$ cat src/hw/ctb_pkg.sv
`default_nettype none
package ctb_pkg;
    // ------------------------------------------------------------------
    // Register map, byte addresses on the APB bus.
    // ------------------------------------------------------------------
    localparam logic [11:0] ADDR_CONTROL = 12'h000;
    localparam logic [11:0] ADDR_STATUS  = 12'h004;
    localparam logic [11:0] ADDR_COMM    = 12'h008;
    localparam logic [11:0] ADDR_TEC     = 12'h00c;
    // Buffer n occupies block n+1 of 64 bytes (paddr[11:6]).
    localparam logic [5:0]  BLK_FIRST    = 6'h01;
    localparam logic [5:0]  BLK_LAST     = 6'h03;
    localparam logic [5:0]  OFS_CTRL     = 6'h00;
    localparam logic [5:0]  OFS_SIDH     = 6'h04;
    localparam logic [5:0]  OFS_SIDL     = 6'h08;
    localparam logic [5:0]  OFS_EIDH     = 6'h0c;
    localparam logic [5:0]  OFS_EIDL     = 6'h10;
    localparam logic [5:0]  OFS_DLC      = 6'h14;
    localparam int          OFS_DATA_BIT = 5;
    // ------------------------------------------------------------------
    // Field positions and write masks.
    // ------------------------------------------------------------------
    localparam int          CTL_ABORT_ALL = 4;
    localparam logic [7:0]  CONTROL_MASK  = 8'h1e;
    localparam int          ST_ICODE_LSB  = 1;
    localparam int          BC_ABORTED    = 6;
    localparam int          BC_LARB       = 5;
    localparam int          BC_BERR       = 4;
    localparam int          BC_REQ        = 3;
    localparam int          BC_PRI_LSB    = 0;
    localparam logic [7:0]  SIDL_MASK     = 8'heb;
    localparam int          SIDL_EXT      = 3;
    localparam logic [7:0]  DLC_MASK      = 8'h4f;
    localparam int          DLC_RTR       = 6;
    localparam int          CS_RX0_OVF    = 7;
    localparam int          CS_RX1_OVF    = 6;
    // ------------------------------------------------------------------
    // Reset values, thresholds and codes.
    // ------------------------------------------------------------------
    localparam logic [7:0]  CONTROL_RST   = 8'h00;
    localparam logic [7:0]  BCTL_RST      = 8'h00;
    localparam logic [8:0]  TEC_RST       = 9'h000;
    localparam logic [8:0]  TEC_BUS_OFF   = 9'h0ff;
    localparam logic [8:0]  TEC_CEILING   = 9'h100;
    localparam logic [8:0]  PASSIVE_LIMIT = 9'h07f;
    localparam logic [8:0]  WARN_LIMIT    = 9'h05f;
    localparam logic [6:0]  RECOVERY_LAST = 7'h7f;
    localparam logic [2:0]  ICODE_NONE    = 3'h0;
    localparam logic [2:0]  ICODE_TX0     = 3'h4;
    localparam logic [2:0]  ICODE_TX1     = 3'h3;
    localparam logic [2:0]  ICODE_TX2     = 3'h2;

    typedef enum logic [1:0] {
        ST_IDLE  = 2'b00,
        ST_OFFER = 2'b01,
        ST_SEND  = 2'b10
    } ctb_fsm_t;

    typedef struct packed {
        ctb_fsm_t                  fsm;
        logic [1:0]                cur;
        logic [7:0]                control;
        logic                      rx0_ovf;
        logic                      rx1_ovf;
        logic [8:0]                tec;
        logic [6:0]                recov;
        logic [2:0]                sent;
        logic [2:0][7:0]           bctl;
        logic [2:0][7:0]           sidh;
        logic [2:0][7:0]           sidl;
        logic [2:0][7:0]           eidh;
        logic [2:0][7:0]           eidl;
        logic [2:0][7:0]           dlc;
        logic [2:0][7:0][7:0]      data;
        logic [28:0]               f_id;
        logic                      f_ext;
        logic                      f_rtr;
        logic [3:0]                f_dlc;
        logic [63:0]               f_data;
        logic                      abort_p;
        logic [31:0]               rdata;
    } ctb_state_t;
endpackage
`default_nettype wire

$ cat src/hw/ctb_tx_buffers.sv
`timescale 1ns/10ps
`default_nettype none
module ctb_tx_buffers (
    input  wire logic        clock_in,
    input  wire logic        rstn_in,
    input  wire logic        psel_in,
    input  wire logic        penable_in,
    input  wire logic        pwrite_in,
    input  wire logic [11:0] paddr_in,
    input  wire logic [31:0] pwdata_in,
    output logic      [31:0] prdata_out,
    output logic             pready_out,
    output logic             pslverr_out,
    output logic             tx_valid_out,
    input  wire logic        tx_ready_in,
    output logic      [1:0]  tx_buf_out,
    output logic      [28:0] tx_id_out,
    output logic             tx_ext_out,
    output logic             tx_rtr_out,
    output logic      [3:0]  tx_dlc_out,
    output logic      [63:0] tx_data_out,
    output logic             tx_abort_out,
    input  wire logic        tx_done_in,
    input  wire logic        tx_arb_lost_in,
    input  wire logic        tx_bus_err_in,
    input  wire logic [3:0]  tec_add_in,
    input  wire logic        tec_dec_in,
    input  wire logic        recessive_run_in,
    input  wire logic [7:0]  rx_err_count_in,
    input  wire logic        rx0_overflow_in,
    input  wire logic        rx1_overflow_in
);
    // ------------------------------------------------------------------
    // State and bus decode
    // ------------------------------------------------------------------
    ctb_pkg::ctb_state_t s_q;
    ctb_pkg::ctb_state_t s_d;
    logic                setup_ph;
    logic                wr_acc;
    logic                in_buf;
    logic [1:0]          bsel;
    logic [5:0]          offs;
    logic                hit;
    logic [31:0]         rd_val;
    logic [8:0]          rec9;
    logic [7:0]          comm;
    logic [2:0]          icode;
    logic [1:0]          pick;
    logic                any_pend;
    logic                bus_off;

    // Zero-wait slave: read data is captured in the setup cycle.
    assign setup_ph = psel_in & ~penable_in;
    assign wr_acc   = psel_in & penable_in & pwrite_in;
    assign in_buf   = (paddr_in[11:6] >= ctb_pkg::BLK_FIRST) &&
                      (paddr_in[11:6] <= ctb_pkg::BLK_LAST);
    assign bsel     = paddr_in[7:6] - 2'd1;
    assign offs     = paddr_in[5:0];

    // Error-state flags comm[5:0] are decoded from the live counters every cycle; comm[7:6] are the stored overflow flags.
    assign rec9    = {1'b0, rx_err_count_in};
    assign bus_off = s_q.tec > ctb_pkg::TEC_BUS_OFF;
    assign comm[ctb_pkg::CS_RX0_OVF] = s_q.rx0_ovf;
    assign comm[ctb_pkg::CS_RX1_OVF] = s_q.rx1_ovf;
    assign comm[5] = bus_off;
    assign comm[4] = s_q.tec > ctb_pkg::PASSIVE_LIMIT;
    assign comm[3] = rec9 > ctb_pkg::PASSIVE_LIMIT;
    assign comm[2] = (s_q.tec > ctb_pkg::WARN_LIMIT) &&
                     (s_q.tec <= ctb_pkg::PASSIVE_LIMIT);
    assign comm[1] = (rec9 > ctb_pkg::WARN_LIMIT) &&
                     (rec9 <= ctb_pkg::PASSIVE_LIMIT);
    assign comm[0] = comm[2] | comm[1];

    // Completion code, buffer 0 reported first.
    assign icode = s_q.sent[0] ? ctb_pkg::ICODE_TX0 :
                   s_q.sent[1] ? ctb_pkg::ICODE_TX1 :
                   s_q.sent[2] ? ctb_pkg::ICODE_TX2 : ctb_pkg::ICODE_NONE;

    // Read data and frame outputs come from registered state; pslverr_out is decoded combinationally.
    assign prdata_out   = s_q.rdata;
    assign pready_out   = 1'b1;
    assign pslverr_out  = psel_in & penable_in & ~hit;
    assign tx_valid_out = (s_q.fsm == ctb_pkg::ST_OFFER);
    assign tx_buf_out   = s_q.cur;
    assign tx_id_out    = s_q.f_id;
    assign tx_ext_out   = s_q.f_ext;
    assign tx_rtr_out   = s_q.f_rtr;
    assign tx_dlc_out   = s_q.f_dlc;
    assign tx_data_out  = s_q.f_data;
    assign tx_abort_out = s_q.abort_p;

    // ------------------------------------------------------------------
    // Arbitration among pending buffers
    // ------------------------------------------------------------------
    // Scanning downward with >= lets the lower number win a tie.
    always_comb begin
        pick     = 2'd0;
        any_pend = 1'b0;
        for (int i = 2; i >= 0; i--) begin
            if (s_q.bctl[i][ctb_pkg::BC_REQ] &&
                (!any_pend || s_q.bctl[i][1:0] >= s_q.bctl[pick][1:0])) begin
                pick     = 2'(i);
                any_pend = 1'b1;
            end
        end
    end

    // ------------------------------------------------------------------
    // Register read decode
    // ------------------------------------------------------------------
    always_comb begin
        hit    = 1'b0;
        rd_val = 32'h0000_0000;
        if (paddr_in[1:0] == 2'b00) begin
            if (!in_buf) begin
                hit = 1'b1;
                unique case (paddr_in)
                    ctb_pkg::ADDR_CONTROL: rd_val[7:0] = s_q.control;
                    ctb_pkg::ADDR_STATUS:  rd_val[3:1] = icode;
                    ctb_pkg::ADDR_COMM:    rd_val[7:0] = comm;
                    ctb_pkg::ADDR_TEC:     rd_val[7:0] = s_q.tec[7:0];
                    default:               hit = 1'b0;
                endcase
            end else if (offs[ctb_pkg::OFS_DATA_BIT]) begin
                hit         = 1'b1;
                rd_val[7:0] = s_q.data[bsel][offs[4:2]];
            end else begin
                hit = 1'b1;
                unique case (offs)
                    ctb_pkg::OFS_CTRL: rd_val[7:0] = s_q.bctl[bsel];
                    ctb_pkg::OFS_SIDH: rd_val[7:0] = s_q.sidh[bsel];
                    ctb_pkg::OFS_SIDL: rd_val[7:0] = s_q.sidl[bsel];
                    ctb_pkg::OFS_EIDH: rd_val[7:0] = s_q.eidh[bsel];
                    ctb_pkg::OFS_EIDL: rd_val[7:0] = s_q.eidl[bsel];
                    ctb_pkg::OFS_DLC:  rd_val[7:0] = s_q.dlc[bsel];
                    default:           hit = 1'b0;
                endcase
            end
        end
    end

    // ------------------------------------------------------------------
    // Next-state logic
    // ------------------------------------------------------------------
    // Counter and sequencer events are applied first, then software writes, then
    // overflow sets and abort-all, so a later stage only overrides what it must.
    always_comb begin
        s_d         = s_q;
        s_d.abort_p = 1'b0;
        if (setup_ph) begin
            s_d.rdata = rd_val;
        end
        // Error counter, frozen while bus-off until recovery clears it.
        if (!bus_off) begin
            if (({5'h00, tec_add_in} + s_q.tec) > ctb_pkg::TEC_CEILING) begin
                s_d.tec = ctb_pkg::TEC_CEILING;
            end else if (tec_add_in != 4'h0) begin
                s_d.tec = s_q.tec + {5'h00, tec_add_in};
            end else if (tec_dec_in && s_q.tec != ctb_pkg::TEC_RST) begin
                s_d.tec = s_q.tec - 9'h001;
            end
            s_d.recov = 7'h00;
        end else if (recessive_run_in) begin
            if (s_q.recov == ctb_pkg::RECOVERY_LAST) begin
                s_d.tec   = ctb_pkg::TEC_RST;
                s_d.recov = 7'h00;
            end else begin
                s_d.recov = s_q.recov + 7'h01;
            end
        end
        // Transmit sequencer.
        unique case (s_q.fsm)
            ctb_pkg::ST_IDLE: begin
                if (any_pend && !bus_off) begin
                    s_d.fsm   = ctb_pkg::ST_OFFER;
                    s_d.cur   = pick;
                    s_d.f_ext = s_q.sidl[pick][ctb_pkg::SIDL_EXT];
                    if (s_q.sidl[pick][ctb_pkg::SIDL_EXT]) begin
                        s_d.f_id = {s_q.sidh[pick], s_q.sidl[pick][7:5],
                                    s_q.sidl[pick][1:0], s_q.eidh[pick],
                                    s_q.eidl[pick]};
                    end else begin
                        s_d.f_id = {18'h00000, s_q.sidh[pick],
                                    s_q.sidl[pick][7:5]};
                    end
                    s_d.f_rtr  = s_q.dlc[pick][ctb_pkg::DLC_RTR];
                    s_d.f_dlc  = s_q.dlc[pick][3:0];
                    s_d.f_data = s_q.data[pick];
                end
            end
            ctb_pkg::ST_OFFER: begin
                if (tx_ready_in) begin
                    s_d.fsm = ctb_pkg::ST_SEND;
                end
            end
            ctb_pkg::ST_SEND: begin
                if (tx_done_in) begin
                    s_d.bctl[s_q.cur][ctb_pkg::BC_REQ] = 1'b0;
                    s_d.sent[s_q.cur] = 1'b1;
                    s_d.fsm = ctb_pkg::ST_IDLE;
                end else if (tx_arb_lost_in) begin
                    s_d.bctl[s_q.cur][ctb_pkg::BC_LARB] = 1'b1;
                    s_d.fsm = ctb_pkg::ST_IDLE;
                end else if (tx_bus_err_in) begin
                    s_d.bctl[s_q.cur][ctb_pkg::BC_BERR] = 1'b1;
                    s_d.fsm = ctb_pkg::ST_IDLE;
                end
            end
            default: s_d.fsm = ctb_pkg::ST_IDLE;
        endcase
        // Software writes; overflow clears lose to a same-cycle overflow.
        if (wr_acc && hit) begin
            if (!in_buf) begin
                if (paddr_in == ctb_pkg::ADDR_CONTROL) begin
                    s_d.control = pwdata_in[7:0] & ctb_pkg::CONTROL_MASK;
                end
                if (paddr_in == ctb_pkg::ADDR_COMM) begin
                    s_d.rx0_ovf = s_q.rx0_ovf & pwdata_in[ctb_pkg::CS_RX0_OVF];
                    s_d.rx1_ovf = s_q.rx1_ovf & pwdata_in[ctb_pkg::CS_RX1_OVF];
                end
            end else if (offs[ctb_pkg::OFS_DATA_BIT]) begin
                s_d.data[bsel][offs[4:2]] = pwdata_in[7:0];
            end else begin
                unique case (offs)
                    ctb_pkg::OFS_CTRL: begin
                        s_d.bctl[bsel][1:0] = pwdata_in[1:0];
                        if (pwdata_in[ctb_pkg::BC_REQ] && !s_q.bctl[bsel][ctb_pkg::BC_REQ]) begin
                            s_d.bctl[bsel][6:3] = 4'h1;
                            s_d.sent[bsel]      = 1'b0;
                        end else if (!pwdata_in[ctb_pkg::BC_REQ] &&
                                     s_q.bctl[bsel][ctb_pkg::BC_REQ]) begin
                            s_d.bctl[bsel][ctb_pkg::BC_REQ]     = 1'b0;
                            s_d.bctl[bsel][ctb_pkg::BC_ABORTED] = 1'b1;
                            if (s_q.fsm != ctb_pkg::ST_IDLE && s_q.cur == bsel) begin
                                s_d.abort_p = (s_q.fsm == ctb_pkg::ST_SEND);
                                s_d.fsm     = ctb_pkg::ST_IDLE;
                            end
                        end
                    end
                    ctb_pkg::OFS_SIDH: s_d.sidh[bsel] = pwdata_in[7:0];
                    ctb_pkg::OFS_SIDL: s_d.sidl[bsel] = pwdata_in[7:0] & ctb_pkg::SIDL_MASK;
                    ctb_pkg::OFS_EIDH: s_d.eidh[bsel] = pwdata_in[7:0];
                    ctb_pkg::OFS_EIDL: s_d.eidl[bsel] = pwdata_in[7:0];
                    ctb_pkg::OFS_DLC:  s_d.dlc[bsel]  = pwdata_in[7:0] & ctb_pkg::DLC_MASK;
                    default:           s_d.dlc[bsel]  = s_q.dlc[bsel];
                endcase
            end
        end
        s_d.rx0_ovf = s_d.rx0_ovf | rx0_overflow_in;
        s_d.rx1_ovf = s_d.rx1_ovf | rx1_overflow_in;
        // Abort-all keeps draining requests for as long as the bit is set.
        // Testing the next value catches a request written in this very cycle
        // and spares one that has just completed, since success cleared it.
        if (s_q.control[ctb_pkg::CTL_ABORT_ALL]) begin
            for (int i = 0; i < 3; i++) begin
                if (s_d.bctl[i][ctb_pkg::BC_REQ]) begin
                    s_d.bctl[i][ctb_pkg::BC_REQ]     = 1'b0;
                    s_d.bctl[i][ctb_pkg::BC_ABORTED] = 1'b1;
                end
            end
            if (s_q.fsm != ctb_pkg::ST_IDLE) begin
                s_d.abort_p = (s_q.fsm == ctb_pkg::ST_SEND) && !tx_done_in;
                s_d.fsm     = ctb_pkg::ST_IDLE;
            end
        end
    end

    // All state resets to constants, data bytes included.
    always_ff @(posedge clock_in or negedge rstn_in) begin
        if (!rstn_in) begin
            s_q         <= '0;
            s_q.fsm     <= ctb_pkg::ST_IDLE;
            s_q.control <= ctb_pkg::CONTROL_RST;
            s_q.tec     <= ctb_pkg::TEC_RST;
            s_q.bctl    <= {3{ctb_pkg::BCTL_RST}};
        end else begin
            s_q <= s_d;
        end
    end
endmodule
`default_nettype wire

$ cat config.mk
export PLATFORM = sky130hd
export DESIGN_NAME = ctb_tx_buffers
export DESIGN_NICKNAME = d
export VERILOG_FILES = /design/src/hw/ctb_pkg.sv /design/src/hw/ctb_tx_buffers.sv
export SDC_FILE = /design/constraint.sdc
export NUM_CORES = 1
export LEC_CHECK = 0
export BUFFER_PORTS_ARGS = -buffer_cell sky130_fd_sc_hd__buf_2
export CAP_MARGIN = 20
export CORE_UTILIZATION = 25
export CTS_BUF_LIST = sky130_fd_sc_hd__clkbuf_8
export DETAILED_ROUTE_END_ITERATION = 10
export PLACE_DENSITY = 0.45
export SYNTH_ARGS = -nofsm -noshare
export SYNTH_HDL_FRONTEND = slang
export SYNTH_SLANG_ARGS = --single-unit
export TNS_END_PERCENT = 5
$ cat constraint.sdc
create_clock -name clock_in -period 4.9 [get_ports clock_in]
set_input_delay 0 -clock clock_in [delete_from_list [all_inputs] [get_ports clock_in]]
set_output_delay 0 -clock clock_in [all_outputs]
set_load 0.01 [all_outputs]
# After elaboration in Yosys (flattened, before gate mapping)
# Index checks and enable logic that the tools add are counted.
[totals]
out_inout_bits = 137
inputBits = 69
ff_bits = 473
[classes]
add_sub_neg = 4
n_eq_ne = 14
muxes = 148
magnitude_cmp = 21
n_reduce_logical = 43
n_bitwise = 24
[ops]
columns = ["cell", "count"]
rows = [
  ["two-way mux 339 bit", 2],
  ["binary-select mux 64 bit (select 2 bit)", 2],
  ["two-way mux 24 bit", 9],
  ["binary-select mux 8 bit (select 2 bit)", 13],
  ["bitwise mux 192 bit", 1],
  ["bitwise mux 24 bit", 8],
  ["two-way mux 192 bit", 1],
  ["two-way mux 64 bit", 3],
  ["two-way mux 147 bit", 1],
  ["demux 64 bit (select 2 bit)", 1],
  ["demux 8 bit (select 2 bit)", 8],
  ["two-way mux 8 bit", 16],
  ["OR 24 bit", 3],
  ["two-way mux 27 bit", 2],
  ["AND 24 bit", 2],
  ["two-way mux 2 bit", 24],
  ["NOT 24 bit", 2],
  ["one-hot mux 24 bit (2 select lines)", 1],
  ["one-hot mux 8 bit (6 select lines)", 1],
  ["two-way mux 9 bit", 4],
  ["two-way mux 16 bit", 2],
  ["two-way mux 29 bit", 1],
  ["two-way mux 1 bit", 28],
  ["two-way mux 7 bit", 4],
  ["60 further kinds", 115],
]

# Depth between registers and ports, before layout
# Gate-level depths: netlist of run 1.
[logic_depth]
word_depth = 25
depth_mapped = 18
mapped_depth_nobuf = 14

# Worst setup path after synthesis of run 1
# OpenSTA, ideal clock, no wires.
[synth_timing]
kind = "flip-flop to flip-flop"
startpoint = "register s_q[463] (netlist name)"
endpoint = "register s_q (netlist bit tx_id_out[11])"
path_buffers = 4
setup_ns = 0.121
setup_slack_ns = 0.933
path_stages_with_launch = 18
arrival_time_ns = 3.846
path_cell_list = "dfrtp_1 > clkbuf_1 > o21ai_0 > ha_1 > nand2b_1 > a21oi_1 > nand2b_1 > mux2_2 > ha_1 > nand2b_1 > a21o_1 > a211oi_1 > buf_2 > clkbuf_1 > buf_2 > mux2i_1 > o21ai_0 > a22o_1"
[synth_via]
elab_chain_cells = 16
elab_cells_between_ends = 25
[synth_rtl]
columns = ["element", "line_no", "text"]
rows = [
  ["start, declared", "ctb_tx_buffers.sv:36", "ctb_pkg::ctb_state_t s_q;"],
  ["two-way mux 2 bit", "ctb_tx_buffers.sv:100", "if (s_q.bctl[i][ctb_pkg::BC_REQ] &&"],
  ["binary-select mux 8 bit (select 2 bit)", "ctb_tx_buffers.sv:101", "(!any_pend || s_q.bctl[i][1:0] >= s_q.bctl[pick][1:0])) begin"],
  ["two-way mux 2 bit (implied by the code)", "ctb_tx_buffers.sv:101", ""],
  ["greater-or-equal comparator 2 bit", "ctb_tx_buffers.sv:101", ""],
  ["logical OR 1 bit", "ctb_tx_buffers.sv:101", ""],
  ["logical AND 1 bit", "ctb_tx_buffers.sv:100", ""],
  ["two-way mux 2 bit", "ctb_tx_buffers.sv:100", ""],
  ["binary-select mux 8 bit (select 2 bit)", "ctb_tx_buffers.sv:101", ""],
  ["two-way mux 2 bit (implied by the code)", "ctb_tx_buffers.sv:101", ""],
  ["greater-or-equal comparator 2 bit", "ctb_tx_buffers.sv:101", ""],
  ["logical OR 1 bit", "ctb_tx_buffers.sv:101", ""],
  ["logical AND 1 bit", "ctb_tx_buffers.sv:100", ""],
  ["two-way mux 2 bit", "ctb_tx_buffers.sv:100", ""],
  ["binary-select mux 8 bit (select 2 bit), on equally long branches", "ctb_tx_buffers.sv:180, ctb_tx_buffers.sv:178", ""],
  ["two-way mux 8 bit, on equally long branches", "--", ""],
  ["two-way mux 29 bit", "ctb_tx_buffers.sv:178", "if (s_q.sidl[pick][ctb_pkg::SIDL_EXT]) begin"],
]
# Several ways; a longest one is shown, not always the timed one. The select of a mux whose other input is x is not followed.
# A chain may end at the register's enable or synchronous reset.

# Worst setup path in the final report of run 1
[layout_timing]
startpoint = "register s_q[463] (netlist name)"
endpoint = "register s_q (netlist bit tx_id_out[16])"
[layout_via]
elab_chain_cells = 16
elab_cells_between_ends = 23
[layout_rtl]
columns = ["element", "line_no"]
rows = [
  ["two-way mux 2 bit", "ctb_tx_buffers.sv:100"],
  ["binary-select mux 8 bit (select 2 bit)", "ctb_tx_buffers.sv:101"],
  ["two-way mux 2 bit (implied by the code)", "ctb_tx_buffers.sv:101"],
  ["greater-or-equal comparator 2 bit", "ctb_tx_buffers.sv:101"],
  ["logical OR 1 bit", "ctb_tx_buffers.sv:101"],
  ["logical AND 1 bit", "ctb_tx_buffers.sv:100"],
  ["two-way mux 2 bit", "ctb_tx_buffers.sv:100"],
  ["binary-select mux 8 bit (select 2 bit)", "ctb_tx_buffers.sv:101"],
  ["two-way mux 2 bit (implied by the code)", "ctb_tx_buffers.sv:101"],
  ["greater-or-equal comparator 2 bit", "ctb_tx_buffers.sv:101"],
  ["logical OR 1 bit", "ctb_tx_buffers.sv:101"],
  ["logical AND 1 bit", "ctb_tx_buffers.sv:100"],
  ["two-way mux 2 bit", "ctb_tx_buffers.sv:100"],
  ["binary-select mux 8 bit (select 2 bit)", "ctb_tx_buffers.sv:178, ctb_tx_buffers.sv:180"],
  ["two-way mux 8 bit", "--"],
  ["two-way mux 29 bit", "ctb_tx_buffers.sv:178"],
]
# Several ways; a longest one is shown, not always the timed one. The select of a mux whose other input is x is not followed.

==> flow_metrics.tcl, run 1 <==
set metrics [dict create \
    drt-total-wl_um 87200 \
    antenna_found_initial 3 \
    power_frac_seq 0.444 \
    peakVddDrop_mv 0.273 \
    clock_skew_ns 0.0252 \
    syn_inst 2209 \
    chipHeight_um 317 \
    syn_area_sq_um 24800 \
    worst_path_dominant_cell_family "compound AO/OA/AOI/OAI gates" \
    grt_overflow 0 \
    max_freq_mhz 220 \
    drt_iter0_drc 1408 \
    grt_setup_unrepaired "no" \
    clkSlewWorstSetupHoldPaths_ns 0.06 \
    place_hpwl_um 57700 \
    required_ns 5.52 \
    io_buffers 151 \
    globalplace.congestion 0.877 \
    period_needed_ns 4.54 \
    rows 115 \
    p_int_uw 6350 \
    via_per_inst 5.07 \
    p_leak_uw 0.0136 \
    drc 0 \
    worst_slew_pin_slew_ns 1.16 \
    yosysSeqAreaShare 0.465 \
    syn_avg_cell_area_sq_um 11.2 \
    p_sw_frac 0.308 \
    dieArea_sq_um 101000 \
    crit_buf_inv 1 \
    async_flop_share 1.00 \
    cap_violations 0 \
    cts_max_path_buffers 3 \
    final-hold-violation-count 0 \
    htreeDepth 3 \
    preCtsSetupSlack_ns 0.350 \
    critical_path.max_stage_delay_ns 0.61 \
    setup_violations 0 \
    fin_crit_sh 0.927 \
    yosysMostFrequentCell "dfrtp_1" \
    grt_usage 0.171 \
    synth.distinct_cells 86 \
    critPathKind "register to register" \
    synth_top_area_share 0.465 \
    min_path_type "input pin to register" \
    core_area_sq_um 98400 \
    grt_start_max_net_pins 173 \
    die_w_um 317 \
    ant_nets 0 \
    p_clk_frac 0.410 \
    slew_headroom 0.222 \
    p_switching_uw 2830 \
    crit_fanout 34 \
    crit_top_cell "nand2b_1" \
    fin_ws_ns 0.357 \
    fin_nets 2347 \
    clock_latency_ns 0.69 \
    report.final.slew_viol_count 0 \
    yosys_most_used_dff "dfrtp_1" \
    cpMaxStageDelayCell "dfrtp_1" \
    tns_ns 0 \
    start_util 0.252 \
    pwr-share-comb 0.145 \
    synth_edf_count 0 \
    drive_gt1_frac 0.312 \
    dr.pass1.iters 5 \
    wl_per_cell_um 24.1 \
    grt_pass1_wl_um 128000 \
    post_cts_resized 0 \
    root_buffer "clkbuf_8" \
    num_vias 18300 \
    arrival_ns 5.16 \
    status "complete, no violations" \
    io-pin-count 206 \
    fin_util 0.287 \
    clock_sinks 461 \
    numCtsBuffers 87 \
    synthTopCellsByArea "dfrtp_1, mux2_2, mux2i_1" \
    cp-end-kind "register" \
    yosys_warnings 0 \
    cts_tree "done" \
    synthTopCellsByCount "dfrtp_1, mux2_2, mux2i_1" \
    synthToLayoutAreaGrowth_pct 13.6 \
    startpoint_type "register" \
    yosysTopAreaCell "dfrtp_1" \
    ys_ff_latch 461 \
    power_density_nw_per_um2 325 \
    grt_pass1_vias 18800 \
    crit_chain "o21ai_0 -> ha_1 -> nand2b_1 -> a21oi_1 -> nand2b_1 -> mux2_2 -> ha_1 -> nand2b_1 -> a21oi_1 -> o221a_2 -> a222oi_1 -> buf_4 -> nor2_1 -> a22o_1" \
]
[final cells by class]
class	count	area (sq um)
diodes	5	12.5
clock buffers	111	1530
clock inverters	41	193
fillers	10300	70200
inverters	24	90.1
multi-input cells	1455	11700
flip-flops and latches	461	11500
well taps	1287	1610
repair buffers	230	1570
[kinds of logic (layout without fill, tap and decap cells)]
group / count (synthesis) / after routing / share of synthesized area
AOI/OAI and AO/OA: 474 / 474 / 0.136
xor gates and xnor gates: 10 / 10 / 0.00353
adders and majority gates: 19 / 19 / 0.00988
buffers and inverters: 316 / 406 / 0.0713
DFF: 461 / 461 / 0.465
muxes: 494 / 494 / 0.226
other: 2 / 30 / 0.000302
and+or+nand+nor: 433 / 433 / 0.0893
[routing by layer]
layer | track usage | vias up | routed length [um]
li1 | - | 8103 | -
met1 | 0.232 | 9566 | 39500
met2 | 0.276 | 544 | 40700
met3 | 0.0363 | 102 | 5300
met4 | 0.0482 | 2 | 1740
met5 | 0 | - | 10
[through the flow]
| stage | hold slack [ns] | instance area, sq um | total power (uW) | instances |
|---|---|---|---|---|
| 6_report | 0.0828 | 28200 | 9180 | 3614 |
| 2_1_floorplan | -0.296 | 24900 | 4950 | 2232 |
| 4_1_cts | 0.0105 | 28200 | 9330 | 3609 |
| 3_5_place_dp | 0.0220 | 26100 | 5440 | 3424 |
| 3_3_place_gp | 0.0187 | 26100 | 5420 | 3424 |
| 5_1_grt | 0.0813 | 28200 | 9630 | 3611 |
[worst register-to-register path: cells and delay by family, from the launching register on]
family,cells,cell delay (ns)
multiplexers,1,0.35
buffers and inverters,1,0.28
adder cells (fa/ha/maj),2,0.56
AO/OA/AOI/OAI,6,1.73
flip-flops,1,0.61
AND/OR/NAND/NOR,4,0.93
[worst paths after layout]
path / startpoint / to / slack (ns) / cells after the start
max in group asynchronous: rstn_in / s_q[465] / 3.48 / 4
min reg2reg: tx_data_out[63] / tx_data_out[63] / 0.47 / 1
max reg2reg: s_q[463] / tx_id_out[16] / 0.36 / 14
max: s_q[463] / tx_id_out[16] / 0.36 / 14
min: penable_in / s_q[463] / 0.08 / 6
min in group asynchronous: rstn_in / s_q[147] / 0.49 / 4
[power by group through the flow]
stage	registers, uW	clock network, uW	logic [uW]
6_report	4080	3770	1340
5_1_grt	4100	4060	1470
3_3_place_gp	4150	0	1270
3_5_place_dp	4150	0	1290
2_1_floorplan	4050	0	906
4_1_cts	4080	3900	1340
[sequential cells by signal (all words and copies together) (netlist names)]
| name | count |
|---|---|
| tx_data_out | 64 |
| tx_rtr_out | 1 |
| tx_id_out | 29 |
| tx_abort_out | 1 |
| tx_buf_out | 2 |
| tx_dlc_out | 4 |
| s_q | 349 |
| tx_ext_out | 1 |
| comm | 2 |
| prdata_out | 8 |
[what timing repair did]
action	in CTS	in global routing
hold buffers	33	0
hold endpoints to repair	338	0
setup endpoints to repair	0	0
buffers inserted	0	0
[cell usage in the layout (no fill, tap or decap), drive strengths merged, types with 32 or more instances in the layout]
cell type / netlist / routed
mux2: 333 / 333
a21oi: 60 / 60
clkbuf: 101 / 111
dfrtp: 461 / 461
o21ai: 61 / 61
dlygate4sd3: 0 / 32
buf: 191 / 198
a21o: 80 / 80
nor2: 143 / 143
mux2i: 142 / 142
nand2: 118 / 118
inv: 22 / 54
a211oi: 76 / 76
(Power assumes the default switching activity.)
==> inputs of run 2 (changes only) <==
Settings changed: REMOVE_ABC_BUFFERS set to 1.
==> run 2 against run 1 <==
Die area unchanged. Wire length decreased by 0.55%. Largest cell class unchanged. Register-to-register slack improved by 0.17 ns. Power increased by 5.2%. Clock skew increased by 0.016 ns. Via count decreased by 0.32%. Sequential power about the same. Worst setup slack improved by 0.17 ns. Sequential share of layout area decreased by 0.46 points. Core utilization increased by 0.33 points. Combinational power about the same. Cell area increased by 1.1%.
==> flow_metrics.tcl, run 2 (synthesized netlist as in run 1, its figures left out) <==
set metrics [dict create \
    status "complete, no violations" \
    num_vias 18300 \
    p_clk_frac 0.439 \
    grt_setup_unrepaired "no" \
    crit_buf_inv 1 \
    clock_latency_ns 0.70 \
    peakVddDrop_mv 0.183 \
    rows 115 \
    min_path_type "input pin to async pin" \
    p_int_uw 6780 \
    io-pin-count 206 \
    max_freq_mhz 229 \
    cap_violations 0 \
    ant_nets 0 \
    slew_headroom 0.313 \
    period_needed_ns 4.37 \
    startpoint_type "register" \
    drive_gt1_frac 0.318 \
    start_util 0.252 \
    cts_max_path_buffers 3 \
    grt_start_max_net_pins 159 \
    via_per_inst 5.03 \
    crit_fanout 34 \
    crit_chain "o21ai_0 -> ha_1 -> nand2b_1 -> a21oi_1 -> nand2b_1 -> mux2_2 -> ha_1 -> nand2b_1 -> a21oi_1 -> o221a_2 -> a222oi_1 -> buf_12 -> nor2_1 -> a22o_1" \
    regMostFlops "s_q" \
    fin_nets 2360 \
    dieArea_sq_um 101000 \
    fin_crit_sh 0.892 \
    wl_per_cell_um 23.9 \
    mostFrequentLayoutCell "dfrtp_1" \
    worst_path_dominant_cell_family "compound AO/OA/AOI/OAI gates" \
    die_w_um 317 \
    core_area_sq_um 98400 \
    arrival_ns 4.99 \
    p_switching_uw 2870 \
    critPathKind "register to register" \
    p_leak_uw 0.0137 \
    worst_slew_pin_slew_ns 1.02 \
    crit_top_cell "nand2b_1" \
    r2r_slack_ns 0.53 \
    pwr-share-comb 0.140 \
    grt_pass1_vias 18800 \
    report.final.slew_viol_count 0 \
    holdBufCountCts 36 \
    drt-total-wl_um 86700 \
    finalPower_uw 9660 \
    chipHeight_um 317 \
    largest_register_ffs 349 \
    layout_common_cells "dfrtp_1, mux2_2, buf_2" \
    p_sw_frac 0.298 \
    setup_violations 0 \
    cts_tree "done" \
    post_cts_resized 0 \
    critical_path.max_stage_delay_ns 0.51 \
    drc 0 \
    grt_usage 0.172 \
    power_density_nw_per_um2 338 \
    grt_overflow 0 \
    antenna_found_initial 2 \
    grt_pass1_wl_um 128000 \
    globalplace.congestion 0.902 \
    numCtsBuffers 89 \
    tns_ns 0 \
    htreeDepth 3 \
    synthToLayoutAreaGrowth_pct 14.9 \
    drt_iter0_drc 1438 \
    io_buffers 151 \
    required_ns 5.52 \
    fin_util 0.290 \
    clock_sinks 461 \
    cts_setup_buffers 0 \
    cpMaxStageDelayCell "nor2_1" \
    cp-end-kind "register" \
    clock_skew_ns 0.0412 \
    final-hold-violation-count 0 \
    dr.pass1.iters 5 \
    place_hpwl_um 57600 \
    root_buffer "clkbuf_8" \
    power_frac_seq 0.421 \
    clkSlewWorstSetupHoldPaths_ns 0.06 \
]
run 2: path summary, 6_finish.rpt:
path / from / to / cells after the start
worst min-delay path: rstn_in / s_q[326] / 2
worst min register to register: tx_id_out[25] / tx_id_out[25] / 2
min in group clock_in: pwdata_in[0] / s_q[308] / 3
max in group asynchronous: rstn_in / s_q[168] / 3
worst max-delay path: s_q[463] / tx_id_out[12] / 14
worst max register to register: s_q[463] / tx_id_out[12] / 14
run 2: final cells by class:
cell class | count | area, sq um
clock buffers | 117 | 1610
well taps | 1287 | 1610
multi-input cells | 1455 | 11700
clock inverters | 44 | 359
diodes | 4 | 10.0
repair buffers | 241 | 1650
inverters | 24 | 90.1
fillers | 10300 | 69900
flip-flops and latches | 461 | 11500
run 2: power groups by stage:
stage                     Combinational [uW]  Sequential (uW)  Clock, uW
after global placement                  1310             4130          0
final                                   1350             4070       4240
after floorplan                          664             4100          0
after CTS                               1370             4070       4380
after detailed placement                1320             4140          0
after global routing                    1490             4090       4550
run 2: through the flow:
step           cells  worst slack [ns]  hold WS, ns  instance area, sq um
6_report        3633             0.528      0.00418                 28500
5_1_grt         3631             0.234       0.0820                 28500
4_1_cts         3629             0.509       0.0173                 28500
3_5_place_dp    3432             0.572        0.152                 26200
3_3_place_gp    3432             0.531        0.145                 26200
2_1_floorplan   1940            -13.65       -0.296                 23200
run 2: routing by layer:
metal | up-vias | GRT usage | share of wire
met5 | - | 0 | 0
met4 | 0 | 0.0517 | 0.027
met3 | 149 | 0.0319 | 0.053
met2 | 577 | 0.271 | 0.45
met1 | 9405 | 0.239 | 0.47
li1 | 8127 | - | -
run 2: worst reg2reg max path: stages, from the launching register on:
cell,delay [ns]
dfrtp_1,0.43
o21ai_0,0.29
ha_1,0.30
nand2b_1,0.15
a21oi_1,0.18
nand2b_1,0.18
mux2_2,0.35
ha_1,0.26
nand2b_1,0.17
a21oi_1,0.34
o221a_2,0.47
a222oi_1,0.21
buf_12,0.22
nor2_1,0.53
a22o_1,0.23
